==> config.mk <==
export PLATFORM = sky130hd
export DESIGN_NAME = esc_config_regs
export DESIGN_NICKNAME = d
export VERILOG_FILES = /design/src/shared/esc_pkg.sv /design/src/core/esc_event_router.sv /design/src/core/esc_config_regs.sv
export SDC_FILE = /design/constraint.sdc
export NUM_CORES = 1
export LEC_CHECK = 0
export BUFFER_PORTS_ARGS = -buffer_cell sky130_fd_sc_hd__buf_2
export CORE_ASPECT_RATIO = 0.9
export CORE_MARGIN = 1.5
export CORE_UTILIZATION = 30
export DETAILED_ROUTE_END_ITERATION = 8
export REMOVE_ABC_BUFFERS = 1
export SYNTH_ARGS = -nofsm -noshare
export SYNTH_HDL_FRONTEND = slang
export SYNTH_HIERARCHICAL = 1
export SYNTH_SLANG_ARGS = --single-unit
==> constraint.sdc <==
create_clock -name ref_clk -period 23 [get_ports ref_clk]
set_input_delay 3.45 -clock ref_clk [delete_from_list [all_inputs] [get_ports ref_clk]]
set_output_delay 3.45 -clock ref_clk [all_outputs]
set_load 0.1 [all_outputs]
==> src/shared/esc_pkg.sv <==
// Package: register map, field layout and reset values of the config bank
package esc_pkg;
	// ************************************************************
	// Register indices as seen on the host access port
	// ************************************************************
	localparam logic [6:0] ESC_ADDR_IN_FMT  = 7'h08;
	localparam logic [6:0] ESC_ADDR_OUT_FMT = 7'h09;
	localparam logic [6:0] ESC_ADDR_STEP    = 7'h0A;
	localparam logic [6:0] ESC_ADDR_STATSEL = 7'h0B;
	localparam logic [6:0] ESC_ADDR_CLREX   = 7'h0C;
	localparam logic [6:0] ESC_ADDR_INTR    = 7'h0D;
	localparam logic [6:0] ESC_ADDR_EVENTS  = 7'h0E;

	// ************************************************************
	// Reset values
	// ************************************************************
	localparam logic [31:0] ESC_RST_IN_FMT  = 32'h0000_0000;
	localparam logic [31:0] ESC_RST_OUT_FMT = 32'h0000_0000;
	localparam logic [31:0] ESC_RST_STEP    = 32'h00FB_0C80;
	localparam logic [31:0] ESC_RST_STATSEL = 32'h8202_9805;
	localparam logic [31:0] ESC_RST_CLREX   = 32'h0000_0000;
	localparam logic [31:0] ESC_RST_INTR    = 32'h0000_0000;

	// ************************************************************
	// Field positions
	// ************************************************************
	localparam int ESC_ANGLE_LSB  = 0;
	localparam int ESC_TURN_LSB   = 5;
	localparam int ESC_STAT_LSB   = 10;
	localparam int ESC_CRC_LSB    = 12;
	localparam int ESC_SADDR_LSB  = 16;
	localparam int ESC_SDATA_LSB  = 24;
	localparam int ESC_MSTEP_LSB  = 0;
	localparam int ESC_FSREV_LSB  = 4;
	localparam int ESC_DRVSEL_LSB = 16;
	localparam int ESC_EVT_DRIVER = 30;

	// ************************************************************
	// Codes
	// ************************************************************
	localparam logic [1:0] ESC_SER_INCR  = 2'h0;
	localparam logic [1:0] ESC_SER_SPI   = 2'h3;
	localparam logic [3:0] ESC_MSTEP_FS  = 4'h8;
	localparam logic [8:0] ESC_MSTEP_MAX = 9'h100;
	localparam int         ESC_VAR_SHIFT = 3;
endpackage : esc_pkg

==> src/core/esc_event_router.sv <==
// Module: event flags with clear-on-read, host status bits and interrupt
`timescale 1ns/1ps
module esc_event_router
	import esc_pkg::*;
#(
	parameter int EVT_W  = 32,
	parameter int STAT_W = 8
) (
	input  wire logic              ref_clk,
	input  wire logic              sys_rst,
	input  wire logic [EVT_W-1:0]  eventSet,
	input  wire logic              eventsRead,
	input  wire logic [EVT_W-1:0]  clearExempt,
	input  wire logic [EVT_W-1:0]  statusSelect,
	input  wire logic [EVT_W-1:0]  intrMask,
	output logic      [EVT_W-1:0]  eventFlags_ff,
	output logic      [STAT_W-1:0] hostStatus_ff,
	output logic                   interrupt_ff
);
	generate
		if (STAT_W < 1 || STAT_W > EVT_W) begin : g_badw
			$error("esc_event_router: STAT_W out of range");
		end
	endgenerate

	logic [STAT_W-1:0] nxt_hostStatus;
	logic              irqCause;

	// Set wins over the read clear so no event is lost
	always_ff @(posedge ref_clk) begin
		if (sys_rst) begin
			eventFlags_ff <= '0;
		end else if (eventsRead) begin
			eventFlags_ff <= (eventFlags_ff & clearExempt) | eventSet;
		end else begin
			eventFlags_ff <= eventFlags_ff | eventSet;
		end
	end

	// Pack the lowest STAT_W selected events; later picks are dropped
	always_comb begin
		int idx;
		idx = 0;
		nxt_hostStatus = '0;
		for (int i = 0; i < EVT_W; i++) begin
			if (statusSelect[i] && idx < STAT_W) begin
				nxt_hostStatus[idx] = eventFlags_ff[i];
				idx = idx + 1;
			end
		end
	end

	assign irqCause = |(eventFlags_ff & intrMask);

	always_ff @(posedge ref_clk) begin
		if (sys_rst) begin
			hostStatus_ff <= '0;
			interrupt_ff  <= 1'b0;
		end else begin
			hostStatus_ff <= nxt_hostStatus;
			interrupt_ff  <= irqCause;
		end
	end
endmodule : esc_event_router

==> src/core/esc_config_regs.sv <==
// Module: encoder, step and event configuration register bank
// Function
// - Position-clear bit loads encoder position on deviation
// - Velocity-limit bit enables closed-loop max-velocity regulation
// - Direction-invert bit negates encoder position
// - Output-gray bit gray-codes serial output data
// - Quadrature preprocessing only when enabled and incremental
// - Serial value valid within one eighth resolution
// - Angle field width is field plus one
// - Turn count width is field plus one
// - Frame status bit count from two-bit field
// - Checksum length from four-bit field
// - SPI encoder address and data widths
// - Output angle and turn widths plus one
// - Microstep code zero 256, eight full steps
// - Fullsteps per revolution from twelve-bit field
// - Selected driver flags raise event thirty
// - Selected events forwarded to eight status bits
// - Events read clears all but exempt flags
// - Interrupt on any masked event flag
// - Mode three selects SPI encoder options
`timescale 1ns/1ps
module esc_config_regs
	import esc_pkg::*;
#(
	parameter int STAT_W = 8
) (
	input  wire logic        ref_clk,
	input  wire logic        sys_rst,
	// Host register access, decoded from the host serial frames
	input  wire logic        regWrite,
	input  wire logic        regRead,
	input  wire logic [6:0]  regAddr,
	input  wire logic [31:0] regWrData,
	output logic      [31:0] regRdData_ff,
	// Upper encoder configuration bits
	input  wire logic        closedLoopPositionClear,
	input  wire logic        closedLoopVelocityLimitOn,
	input  wire logic        encDirInvert,
	input  wire logic        encOutGray,
	input  wire logic        noVelPreproc,
	input  wire logic        serialVariationLimit,
	input  wire logic [1:0]  serialInMode,
	input  wire logic        closedLoopActive,
	// Datapath inputs
	input  wire logic [31:0] rampPosition,
	input  wire logic [31:0] encPosRaw,
	input  wire logic [31:0] encoderDeviation,
	input  wire logic [31:0] encoderDeviationTolerance,
	input  wire logic [31:0] serialOutValue,
	input  wire logic [31:0] serialInValue,
	input  wire logic        serialInStrobe,
	input  wire logic [31:0] encoderInputResolution,
	input  wire logic [7:0]  driverFlags,
	input  wire logic [31:0] eventSources,
	// Datapath controls
	output logic      [31:0] actualPosition_ff,
	output logic             velocityLimitActive_ff,
	output logic      [31:0] encoderPosition_ff,
	output logic      [31:0] serialOutData_ff,
	output logic             velPreprocOn_ff,
	output logic             serialAccepted_ff,
	output logic             serialRejected_ff,
	output logic      [5:0]  angleBits_ff,
	output logic      [5:0]  turnCountBits_ff,
	output logic      [1:0]  frameStatusBitCount_ff,
	output logic      [3:0]  checksumLength_ff,
	output logic      [7:0]  spiAddrBits_ff,
	output logic      [7:0]  spiDataBits_ff,
	output logic      [5:0]  outAngleBits_ff,
	output logic      [5:0]  outTurnBits_ff,
	output logic             spiEncoderMode_ff,
	output logic      [8:0]  microstepsPerFullstep_ff,
	output logic      [11:0] fullstepsPerTurn_ff,
	output logic      [31:0] eventFlags,
	output logic      [STAT_W-1:0] hostStatus,
	output logic             interruptOut
);
	generate
		if (STAT_W != 8) begin : g_badstat
			$error("esc_config_regs: host status is eight bits");
		end
	endgenerate

	// ************************************************************
	// Register file
	// ************************************************************
	logic [31:0] inFormat_ff;
	logic [31:0] outFormat_ff;
	logic [31:0] stepConfig_ff;
	logic [31:0] statusSelect_ff;
	logic [31:0] clearExempt_ff;
	logic [31:0] intrMask_ff;

	// Reserved bits are stored as written; software keeps them zero
	always_ff @(posedge ref_clk) begin
		if (sys_rst) begin
			inFormat_ff     <= ESC_RST_IN_FMT;
			outFormat_ff    <= ESC_RST_OUT_FMT;
			stepConfig_ff   <= ESC_RST_STEP;
			statusSelect_ff <= ESC_RST_STATSEL;
			clearExempt_ff  <= ESC_RST_CLREX;
			intrMask_ff     <= ESC_RST_INTR;
		end else if (regWrite) begin
			case (regAddr)
				ESC_ADDR_IN_FMT:  inFormat_ff     <= regWrData;
				ESC_ADDR_OUT_FMT: outFormat_ff    <= regWrData;
				ESC_ADDR_STEP:    stepConfig_ff   <= regWrData;
				ESC_ADDR_STATSEL: statusSelect_ff <= regWrData;
				ESC_ADDR_CLREX:   clearExempt_ff  <= regWrData;
				ESC_ADDR_INTR:    intrMask_ff     <= regWrData;
				default: ;
			endcase
		end
	end

	// ************************************************************
	// Read-back
	// ************************************************************
	logic [31:0] nxt_rdData;
	logic        eventsRead;

	assign eventsRead = regRead && regAddr == ESC_ADDR_EVENTS;

	always_comb begin
		case (regAddr)
			ESC_ADDR_IN_FMT:  nxt_rdData = inFormat_ff;
			ESC_ADDR_OUT_FMT: nxt_rdData = outFormat_ff;
			ESC_ADDR_STEP:    nxt_rdData = stepConfig_ff;
			ESC_ADDR_STATSEL: nxt_rdData = statusSelect_ff;
			ESC_ADDR_CLREX:   nxt_rdData = clearExempt_ff;
			ESC_ADDR_INTR:    nxt_rdData = intrMask_ff;
			ESC_ADDR_EVENTS:  nxt_rdData = eventFlags;
			default:          nxt_rdData = 32'h0000_0000;
		endcase
	end

	// Read data holds until the next read
	always_ff @(posedge ref_clk) begin
		if (sys_rst) begin
			regRdData_ff <= 32'h0000_0000;
		end else if (regRead) begin
			regRdData_ff <= nxt_rdData;
		end
	end

	// ************************************************************
	// Closed loop position and velocity limit
	// ************************************************************
	logic deviationExceeded;

	assign deviationExceeded = encoderDeviation > encoderDeviationTolerance;

	always_ff @(posedge ref_clk) begin
		if (sys_rst) begin
			actualPosition_ff <= 32'h0000_0000;
		end else if (closedLoopPositionClear && deviationExceeded) begin
			actualPosition_ff <= encoderPosition_ff;
		end else begin
			actualPosition_ff <= rampPosition;
		end
	end

	always_ff @(posedge ref_clk) begin
		if (sys_rst) begin
			velocityLimitActive_ff <= 1'b0;
		end else begin
			velocityLimitActive_ff <=
				closedLoopVelocityLimitOn && closedLoopActive;
		end
	end

	// ************************************************************
	// Encoder position, output coding, preprocessing
	// ************************************************************
	always_ff @(posedge ref_clk) begin
		if (sys_rst) begin
			encoderPosition_ff <= 32'h0000_0000;
		end else if (encDirInvert) begin
			encoderPosition_ff <= 32'h0000_0000 - encPosRaw;
		end else begin
			encoderPosition_ff <= encPosRaw;
		end
	end

	always_ff @(posedge ref_clk) begin
		if (sys_rst) begin
			serialOutData_ff <= 32'h0000_0000;
		end else if (encOutGray) begin
			serialOutData_ff <= serialOutValue ^ (serialOutValue >> 1);
		end else begin
			serialOutData_ff <= serialOutValue;
		end
	end

	always_ff @(posedge ref_clk) begin
		if (sys_rst) begin
			velPreprocOn_ff <= 1'b0;
		end else begin
			velPreprocOn_ff <= !noVelPreproc &&
				serialInMode == ESC_SER_INCR;
		end
	end

	// ************************************************************
	// Serial input variation check
	// ************************************************************
	logic [31:0] prevSerial_ff;
	logic [31:0] serialDelta;
	logic [31:0] serialAbsDelta;
	logic [31:0] variationBound;
	logic        variationOn;
	logic        variationOk;

	assign serialDelta    = serialInValue - prevSerial_ff;
	assign serialAbsDelta = serialDelta[31] ? 32'h0000_0000 - serialDelta
	                                        : serialDelta;
	assign variationBound = encoderInputResolution >> ESC_VAR_SHIFT;
	assign variationOn    = serialVariationLimit &&
	                        serialInMode != ESC_SER_INCR;
	assign variationOk    = !variationOn ||
	                        serialAbsDelta <= variationBound;

	// Every received value becomes the reference, valid or not
	always_ff @(posedge ref_clk) begin
		if (sys_rst) begin
			prevSerial_ff     <= 32'h0000_0000;
			serialAccepted_ff <= 1'b0;
			serialRejected_ff <= 1'b0;
		end else begin
			serialAccepted_ff <= serialInStrobe && variationOk;
			serialRejected_ff <= serialInStrobe && !variationOk;
			if (serialInStrobe) begin
				prevSerial_ff <= serialInValue;
			end
		end
	end

	// ************************************************************
	// Frame format decode
	// ************************************************************
	always_ff @(posedge ref_clk) begin
		if (sys_rst) begin
			angleBits_ff           <= 6'h01;
			turnCountBits_ff       <= 6'h01;
			frameStatusBitCount_ff <= 2'h0;
			checksumLength_ff      <= 4'h0;
			spiAddrBits_ff         <= 8'h00;
			spiDataBits_ff         <= 8'h00;
			outAngleBits_ff        <= 6'h01;
			outTurnBits_ff         <= 6'h01;
			spiEncoderMode_ff      <= 1'b0;
		end else begin
			angleBits_ff <= {1'b0,
				inFormat_ff[ESC_ANGLE_LSB +: 5]} + 6'h01;
			turnCountBits_ff <= {1'b0,
				inFormat_ff[ESC_TURN_LSB +: 5]} + 6'h01;
			frameStatusBitCount_ff <=
				inFormat_ff[ESC_STAT_LSB +: 2];
			checksumLength_ff <= inFormat_ff[ESC_CRC_LSB +: 4];
			spiAddrBits_ff <= inFormat_ff[ESC_SADDR_LSB +: 8];
			spiDataBits_ff <= inFormat_ff[ESC_SDATA_LSB +: 8];
			outAngleBits_ff <= {1'b0,
				outFormat_ff[ESC_ANGLE_LSB +: 5]} + 6'h01;
			outTurnBits_ff <= {1'b0,
				outFormat_ff[ESC_TURN_LSB +: 5]} + 6'h01;
			spiEncoderMode_ff <= serialInMode == ESC_SER_SPI;
		end
	end

	// ************************************************************
	// Step resolution
	// ************************************************************
	logic [3:0] mstepCode;

	assign mstepCode = stepConfig_ff[ESC_MSTEP_LSB +: 4];

	// Codes above full step are not allowed; they clamp to full step
	always_ff @(posedge ref_clk) begin
		if (sys_rst) begin
			microstepsPerFullstep_ff <= ESC_MSTEP_MAX;
			fullstepsPerTurn_ff      <= ESC_RST_STEP[ESC_FSREV_LSB +: 12];
		end else begin
			microstepsPerFullstep_ff <= (mstepCode > ESC_MSTEP_FS)
				? 9'h001 : ESC_MSTEP_MAX >> mstepCode;
			fullstepsPerTurn_ff <=
				stepConfig_ff[ESC_FSREV_LSB +: 12];
		end
	end

	// ************************************************************
	// Events
	// ************************************************************
	logic [31:0] eventSet;
	logic        driverEvent;

	assign driverEvent = |(driverFlags &
		stepConfig_ff[ESC_DRVSEL_LSB +: 8]);

	always_comb begin
		eventSet = eventSources;
		eventSet[ESC_EVT_DRIVER] = eventSources[ESC_EVT_DRIVER] |
		                           driverEvent;
	end

	esc_event_router #(
		.EVT_W  (32),
		.STAT_W (STAT_W)
	) u_router (
		.ref_clk       (ref_clk),
		.sys_rst       (sys_rst),
		.eventSet      (eventSet),
		.eventsRead    (eventsRead),
		.clearExempt   (clearExempt_ff),
		.statusSelect  (statusSelect_ff),
		.intrMask      (intrMask_ff),
		.eventFlags_ff (eventFlags),
		.hostStatus_ff (hostStatus),
		.interrupt_ff  (interruptOut)
	);
endmodule : esc_config_regs

==> results_dict.tcl, run 1 <==
set metrics [dict create \
    cp_slowest_cell "fa_2" \
    crit_type "reg2reg" \
    dr_total_vias 30845 \
    worstMarginPinSlew_ns 1.07 \
    cts_made_buffers 54 \
    io_buffers 554 \
    power_leakage_uw 0.0150 \
    cp-end-kind "flop" \
    grt_overflow_total 0 \
    initial_core_util_pct 30.3 \
    dr.pass1.iters 6 \
    max_stage_delay_ns 0.69 \
    vdd_drop_max_v 0.0000640 \
    yosysSeqAreaShare_pct 30.1 \
    syn_area_per_cell_um2 7.86 \
    root_buffer "clkbuf_16" \
    switching_share_pct 35.1 \
    path_buf_inv 17 \
    cp_max_fo 12 \
    dpl.hpwl_um 89100 \
    clock_path_buffers 3 \
    synthFlopType "dfxtp_1" \
    fin_setup_tns_ns 0 \
    cts_max_level 2 \
    hold_violations 0 \
    outcome "complete, no violations" \
    synth_area_um2 30900 \
    period_minus_slack_ns 21.61 \
    grt_max_degree 119 \
    ant_nets 0 \
    finClkSkew_ns 0.0254 \
    power.internal_uw 1630 \
    finish.utilization_pct 36.2 \
    max_freq_mhz 46.3 \
    syn_inst 3935 \
    cts_resized 0 \
    place.gp.congestion 0.927 \
    drive_gt1_share_pct 21.3 \
    p_switching_uw 880 \
    post-synth-top-area-cell "dfxtp_1" \
    die_area_um2 105000 \
    grt_usage_pct 21.6 \
    hp-class "reg2reg" \
    critical-path-top-delay-family "adder cells" \
    synth.distinct_cells 144 \
    die_x_um 342 \
    drc 0 \
    p_clk_share_pct 36.6 \
    path_clk_slew_ns 0.06 \
    area_growth_pct 19.3 \
    seq_power_share_pct 34.1 \
    die_h_um 308 \
    maxSlewHeadroom_pct 28.4 \
    synth-edff-count 0 \
    synth_most_common_cell "nand2_1" \
    drt_wl_total_um 118000 \
    io_pins 558 \
    cts_setup_buffers 0 \
    comb_power_share_pct 29.3 \
    finalSetupViolCount 0 \
    worstSetupStartpointType "flop" \
    insertion_delay_ns 0.64 \
    met2_usage_pct 33.4 \
    yosysTopAreaCellShare_pct 30.1 \
    yosysWarnings 6 \
    clock_sinks 465 \
    worst_ep_arrival_time_ns 22.14 \
    grt_pass1_vias 28684 \
    finalMaxSlewViolations 0 \
    cts_tree "yes" \
    ys_async_sr_fraction_pct 0 \
    first_iter_violations 3094 \
    fin_nets 4829 \
    power_density_nw_per_um2 67.9 \
    ys_ff_latch 465 \
    crit_top_cell "ha_1" \
    vias_per_cell 5.33 \
    wire_per_inst_um 20.4 \
    n_fill_cell 10667 \
    rsz0062_at_grt "false" \
    met3_usage_pct 4.74 \
    synth_top_cells_by_area "dfxtp_1 30%, nand2_1 7.9%, ha_1 5.2%" \
    grtUsageMet1_pct 29.9 \
    grt_pass1_wl_um 176000 \
    rows 111 \
    cts_hold_buffers 0 \
    finalCritPeriodShare_pct 94.0 \
    grt_busiest_layer "met2" \
    worstPathRequired_ns 23.53 \
    antenna_found_initial 17 \
    ys_top_cells_by_count "650 x nand2_1, 465 x dfxtp_1, 390 x nor2_1" \
    core_um2 102000 \
    cap_violations 0 \
]
power groups by stage:
| stage | Clock (uW) | Sequential (uW) | Combinational (uW) |
|---|---|---|---|
| finish | 919 | 854 | 735 |
| global placement | 0 | 871 | 720 |
| CTS | 935 | 854 | 728 |
| floorplan | 0 | 1010 | 388 |
| detailed placement | 0 | 871 | 725 |
| global route | 966 | 856 | 794 |
cell families after synthesis:
logic type | Yosys count | synth area share (%)
flip-flops | 465 | 30.1
AO/OA/AOI/OAI | 917 | 20.9
buffers and inverters | 395 | 5.09
XOR/XNOR | 190 | 6.86
AND/OR/NAND/NOR | 1618 | 24.2
multiplexers | 219 | 7.52
adder cells (fa/ha/maj) | 131 | 5.35
cells in the final DEF, fill, tap and decap left out, drive strengths merged, types with 14 or more instances in the layout:
cell type / n
a211oi: 19
a21o: 34
a21oi: 336
a221oi: 16
a222oi: 33
a22oi: 78
a31oi: 54
a41oi: 14
and2: 33
and3: 28
buf: 607
clkbuf: 74
dfxtp: 465
ha: 129
inv: 180
mux2: 78
mux2i: 141
nand2: 651
nand2b: 66
nand3: 117
nand4: 54
nor2: 393
nor2b: 57
nor3: 94
nor4: 24
o211ai: 29
o21a: 21
o21ai: 111
o31ai: 27
or2: 25
or3: 21
xnor2: 79
xnor3: 15
xor2: 93
per-layer routing:
layer | routed length (um) | part of all wire (%)
met2 | 51200 | 43
met5 | 125 | 0.11
met1 | 54200 | 46
met3 | 9660 | 8.2
met4 | 2980 | 2.5
worst reg2reg max path: cells and delay by family, from the launching register on:
kind	cells	cell delay [ns]
compound gates	16	3.83
xor+xnor	1	0.16
fa+ha+maj	29	9.36
buf+inv	17	1.82
flops	1	0.42
mux	13	3.79
simple gates	12	2.19
final timing paths:
path,cells past startpoint,slack [ns],to,from
max,88,1.39,u_router/hostStatus_ff[4]$_SDFF_PP0_,statusSelect_ff[0]$_SDFFE_PP1P_
min,2,0.46,outFormat_ff[16]$_SDFFE_PP0P_,outFormat_ff[16]$_SDFFE_PP0P_
max reg2reg,88,1.39,u_router/hostStatus_ff[4]$_SDFF_PP0_,statusSelect_ff[0]$_SDFFE_PP1P_
min reg2reg,2,0.46,outFormat_ff[16]$_SDFFE_PP0P_,outFormat_ff[16]$_SDFFE_PP0P_
stage by stage:
stage | instance area [um2] | instances | setup WS [ns] | power, uW | hold slack [ns]
after floorplan | 30000 | 3718 | 1.92 | 1400 | 0.420
after global placement | 35000 | 5681 | 0.830 | 1590 | 0.441
after detailed placement | 35000 | 5681 | 0.588 | 1600 | 0.448
after CTS | 36800 | 5779 | 0.502 | 2520 | 0.457
after global routing | 36900 | 5784 | 0.0469 | 2620 | 0.467
final | 36900 | 5786 | 1.39 | 2510 | 0.458
cell type report:
cell class | instances | area, um2 | area share [%]
Multi-Input combinational cell | 3075 | 20200 | 54.6
Sequential cell | 465 | 9310 | 25.2
Clock buffer | 74 | 1550 | 4.19
Tap cell | 1356 | 1700 | 4.60
Timing Repair Buffer | 607 | 3180 | 8.62
Antenna cell | 7 | 17.5 | 0.0475
Clock inverter | 24 | 318 | 0.861
Inverter | 178 | 671 | 1.82
(Power assumes the default switching activity.)
==> inputs of run 2 (changes only) <==
Settings changed: HOLD_SLACK_MARGIN set to 0.03, RECOVER_POWER set to 50.
==> results_dict.tcl, run 2 (synthesized netlist as in run 1, its figures left out) <==
set metrics [dict create \
    violations "max-capacitance violations, max-slew violations" \
    seq_power_share_pct 34.1 \
    vias_per_cell 5.32 \
    cts_made_buffers 54 \
    hp-class "reg2reg" \
    ant_nets 0 \
    worst_ep_arrival_time_ns 22.19 \
    worstSetupStartpointType "flop" \
    layout_common_cells "647 x nand2_1, 464 x dfxtp_1, 388 x nor2_1" \
    worstPathRequired_ns 23.53 \
    hold_violations 0 \
    rows 111 \
    grt_usage_pct 21.6 \
    power_density_nw_per_um2 68.3 \
    dr.pass1.iters 9 \
    area_growth_pct 18.4 \
    insertion_delay_ns 0.64 \
    die_h_um 308 \
    vdd_drop_max_v 0.0000641 \
    finalCritPeriodShare_pct 94.2 \
    cts_hold_buffers 0 \
    root_buffer "clkbuf_16" \
    cp_slowest_cell "fa_2" \
    cp_max_fo 12 \
    drc 0 \
    final_common_cell "nand2_1" \
    io_buffers 554 \
    drt_wl_total_um 118000 \
    crit_type "reg2reg" \
    antenna_found_initial 17 \
    grt_pass1_wl_um 176000 \
    place.gp.congestion 0.927 \
    maxSlewHeadroom_pct -327 \
    rsz0062_at_grt "false" \
    cts_max_level 2 \
    dr_total_vias 30818 \
    power_leakage_uw 0.0142 \
    clock_sinks 465 \
    io_pins 558 \
    first_iter_violations 2998 \
    cp-end-kind "flop" \
    crit_top_cell "ha_1" \
    place_area_um2 35000 \
    p_switching_uw 880 \
    p_clk_share_pct 36.7 \
    grt_pass1_vias 28684 \
    power.internal_uw 1620 \
    fin_nets 4829 \
    clock_path_buffers 3 \
    cts_setup_buffers 0 \
    finalMaxSlewViolations 287 \
    outcome "finished with violations" \
    cts_tree "yes" \
    cts_resized 0 \
    max_stage_delay_ns 0.69 \
    worstMarginPinSlew_ns 6.40 \
    finClkSkew_ns 0.0283 \
    switching_share_pct 35.2 \
    core_um2 102000 \
    comb_power_share_pct 29.2 \
    max_freq_mhz 46.2 \
    dpl.hpwl_um 89100 \
    fin_setup_tns_ns 0 \
    cap_violations 4 \
    grt_overflow_total 0 \
    initial_core_util_pct 30.3 \
    path_clk_slew_ns 0.06 \
    period_minus_slack_ns 21.66 \
    wire_per_inst_um 20.4 \
    drive_gt1_share_pct 16.5 \
    die_x_um 342 \
    finalInstanceArea_um2 36600 \
    die_area_um2 105000 \
    finalSetupViolCount 0 \
    grt_max_degree 119 \
]
==> run 2: power groups by stage <==
| stage | sequential [uW] | clock (uW) | combinational, uW |
|---|---|---|---|
| final | 855 | 918 | 730 |
| after CTS | 854 | 935 | 728 |
| after floorplan | 1010 | 0 | 388 |
| after detailed placement | 871 | 0 | 725 |
| after global placement | 871 | 0 | 720 |
| after global routing | 857 | 966 | 789 |
==> run 2: path summary, 6_finish.rpt <==
path                                        start                              endpoint  slack [ns]  cells past startpoint
setup reg to reg  statusSelect_ff[0]$_SDFFE_PP1P_  u_router/hostStatus_ff[4]$_SDFF_PP0_        1.34                     88
setup / recovery  statusSelect_ff[0]$_SDFFE_PP1P_  u_router/hostStatus_ff[4]$_SDFF_PP0_        1.34                     88
hold reg to reg     outFormat_ff[16]$_SDFFE_PP0P_         outFormat_ff[16]$_SDFFE_PP0P_        0.46                      2
hold / removal      outFormat_ff[16]$_SDFFE_PP0P_         outFormat_ff[16]$_SDFFE_PP0P_        0.46                      2
==> run 2: metrics by stage <==
stage          hold slack (ns)  worst slack (ns)  power, uW  utilization (%)  std cells
6_report                 0.457              1.34       2500             35.9       5788
5_1_grt                  0.467            0.0466       2610             35.9       5784
4_1_cts                  0.457             0.502       2520             36.1       5779
3_5_place_dp             0.448             0.588       1600             34.3       5681
3_3_place_gp             0.441             0.830       1590             34.3       5681
2_1_floorplan            0.420              1.92       1400                -       3718
==> run 2: cell type report <==
type	count	area (um2)
fillers	10772	65400
clock buffers	74	1550
flip-flops and latches	465	9310
repair buffers	607	2900
diodes	9	22.5
multi-input cells	3075	20200
well taps	1356	1700
clock inverters	24	318
inverters	178	671
==> run 2: critical path, delay by kind of cell (launching register included) <==
family	cells	cell delay [ns]
xor gates and xnor gates	1	0.16
adders and majority gates	29	9.32
muxes	13	3.81
DFF	1	0.42
AOI/OAI and AO/OA	16	3.81
buffers and inverters	17	1.82
and+or+nand+nor	12	2.21
==> run 2: layer usage <==
layer  global-route usage, %  share of wire [%]
met4                    6.13                2.5
met2                    33.4                 43
met5                       0               0.10
met3                    4.74                8.4
met1                    29.9                 46
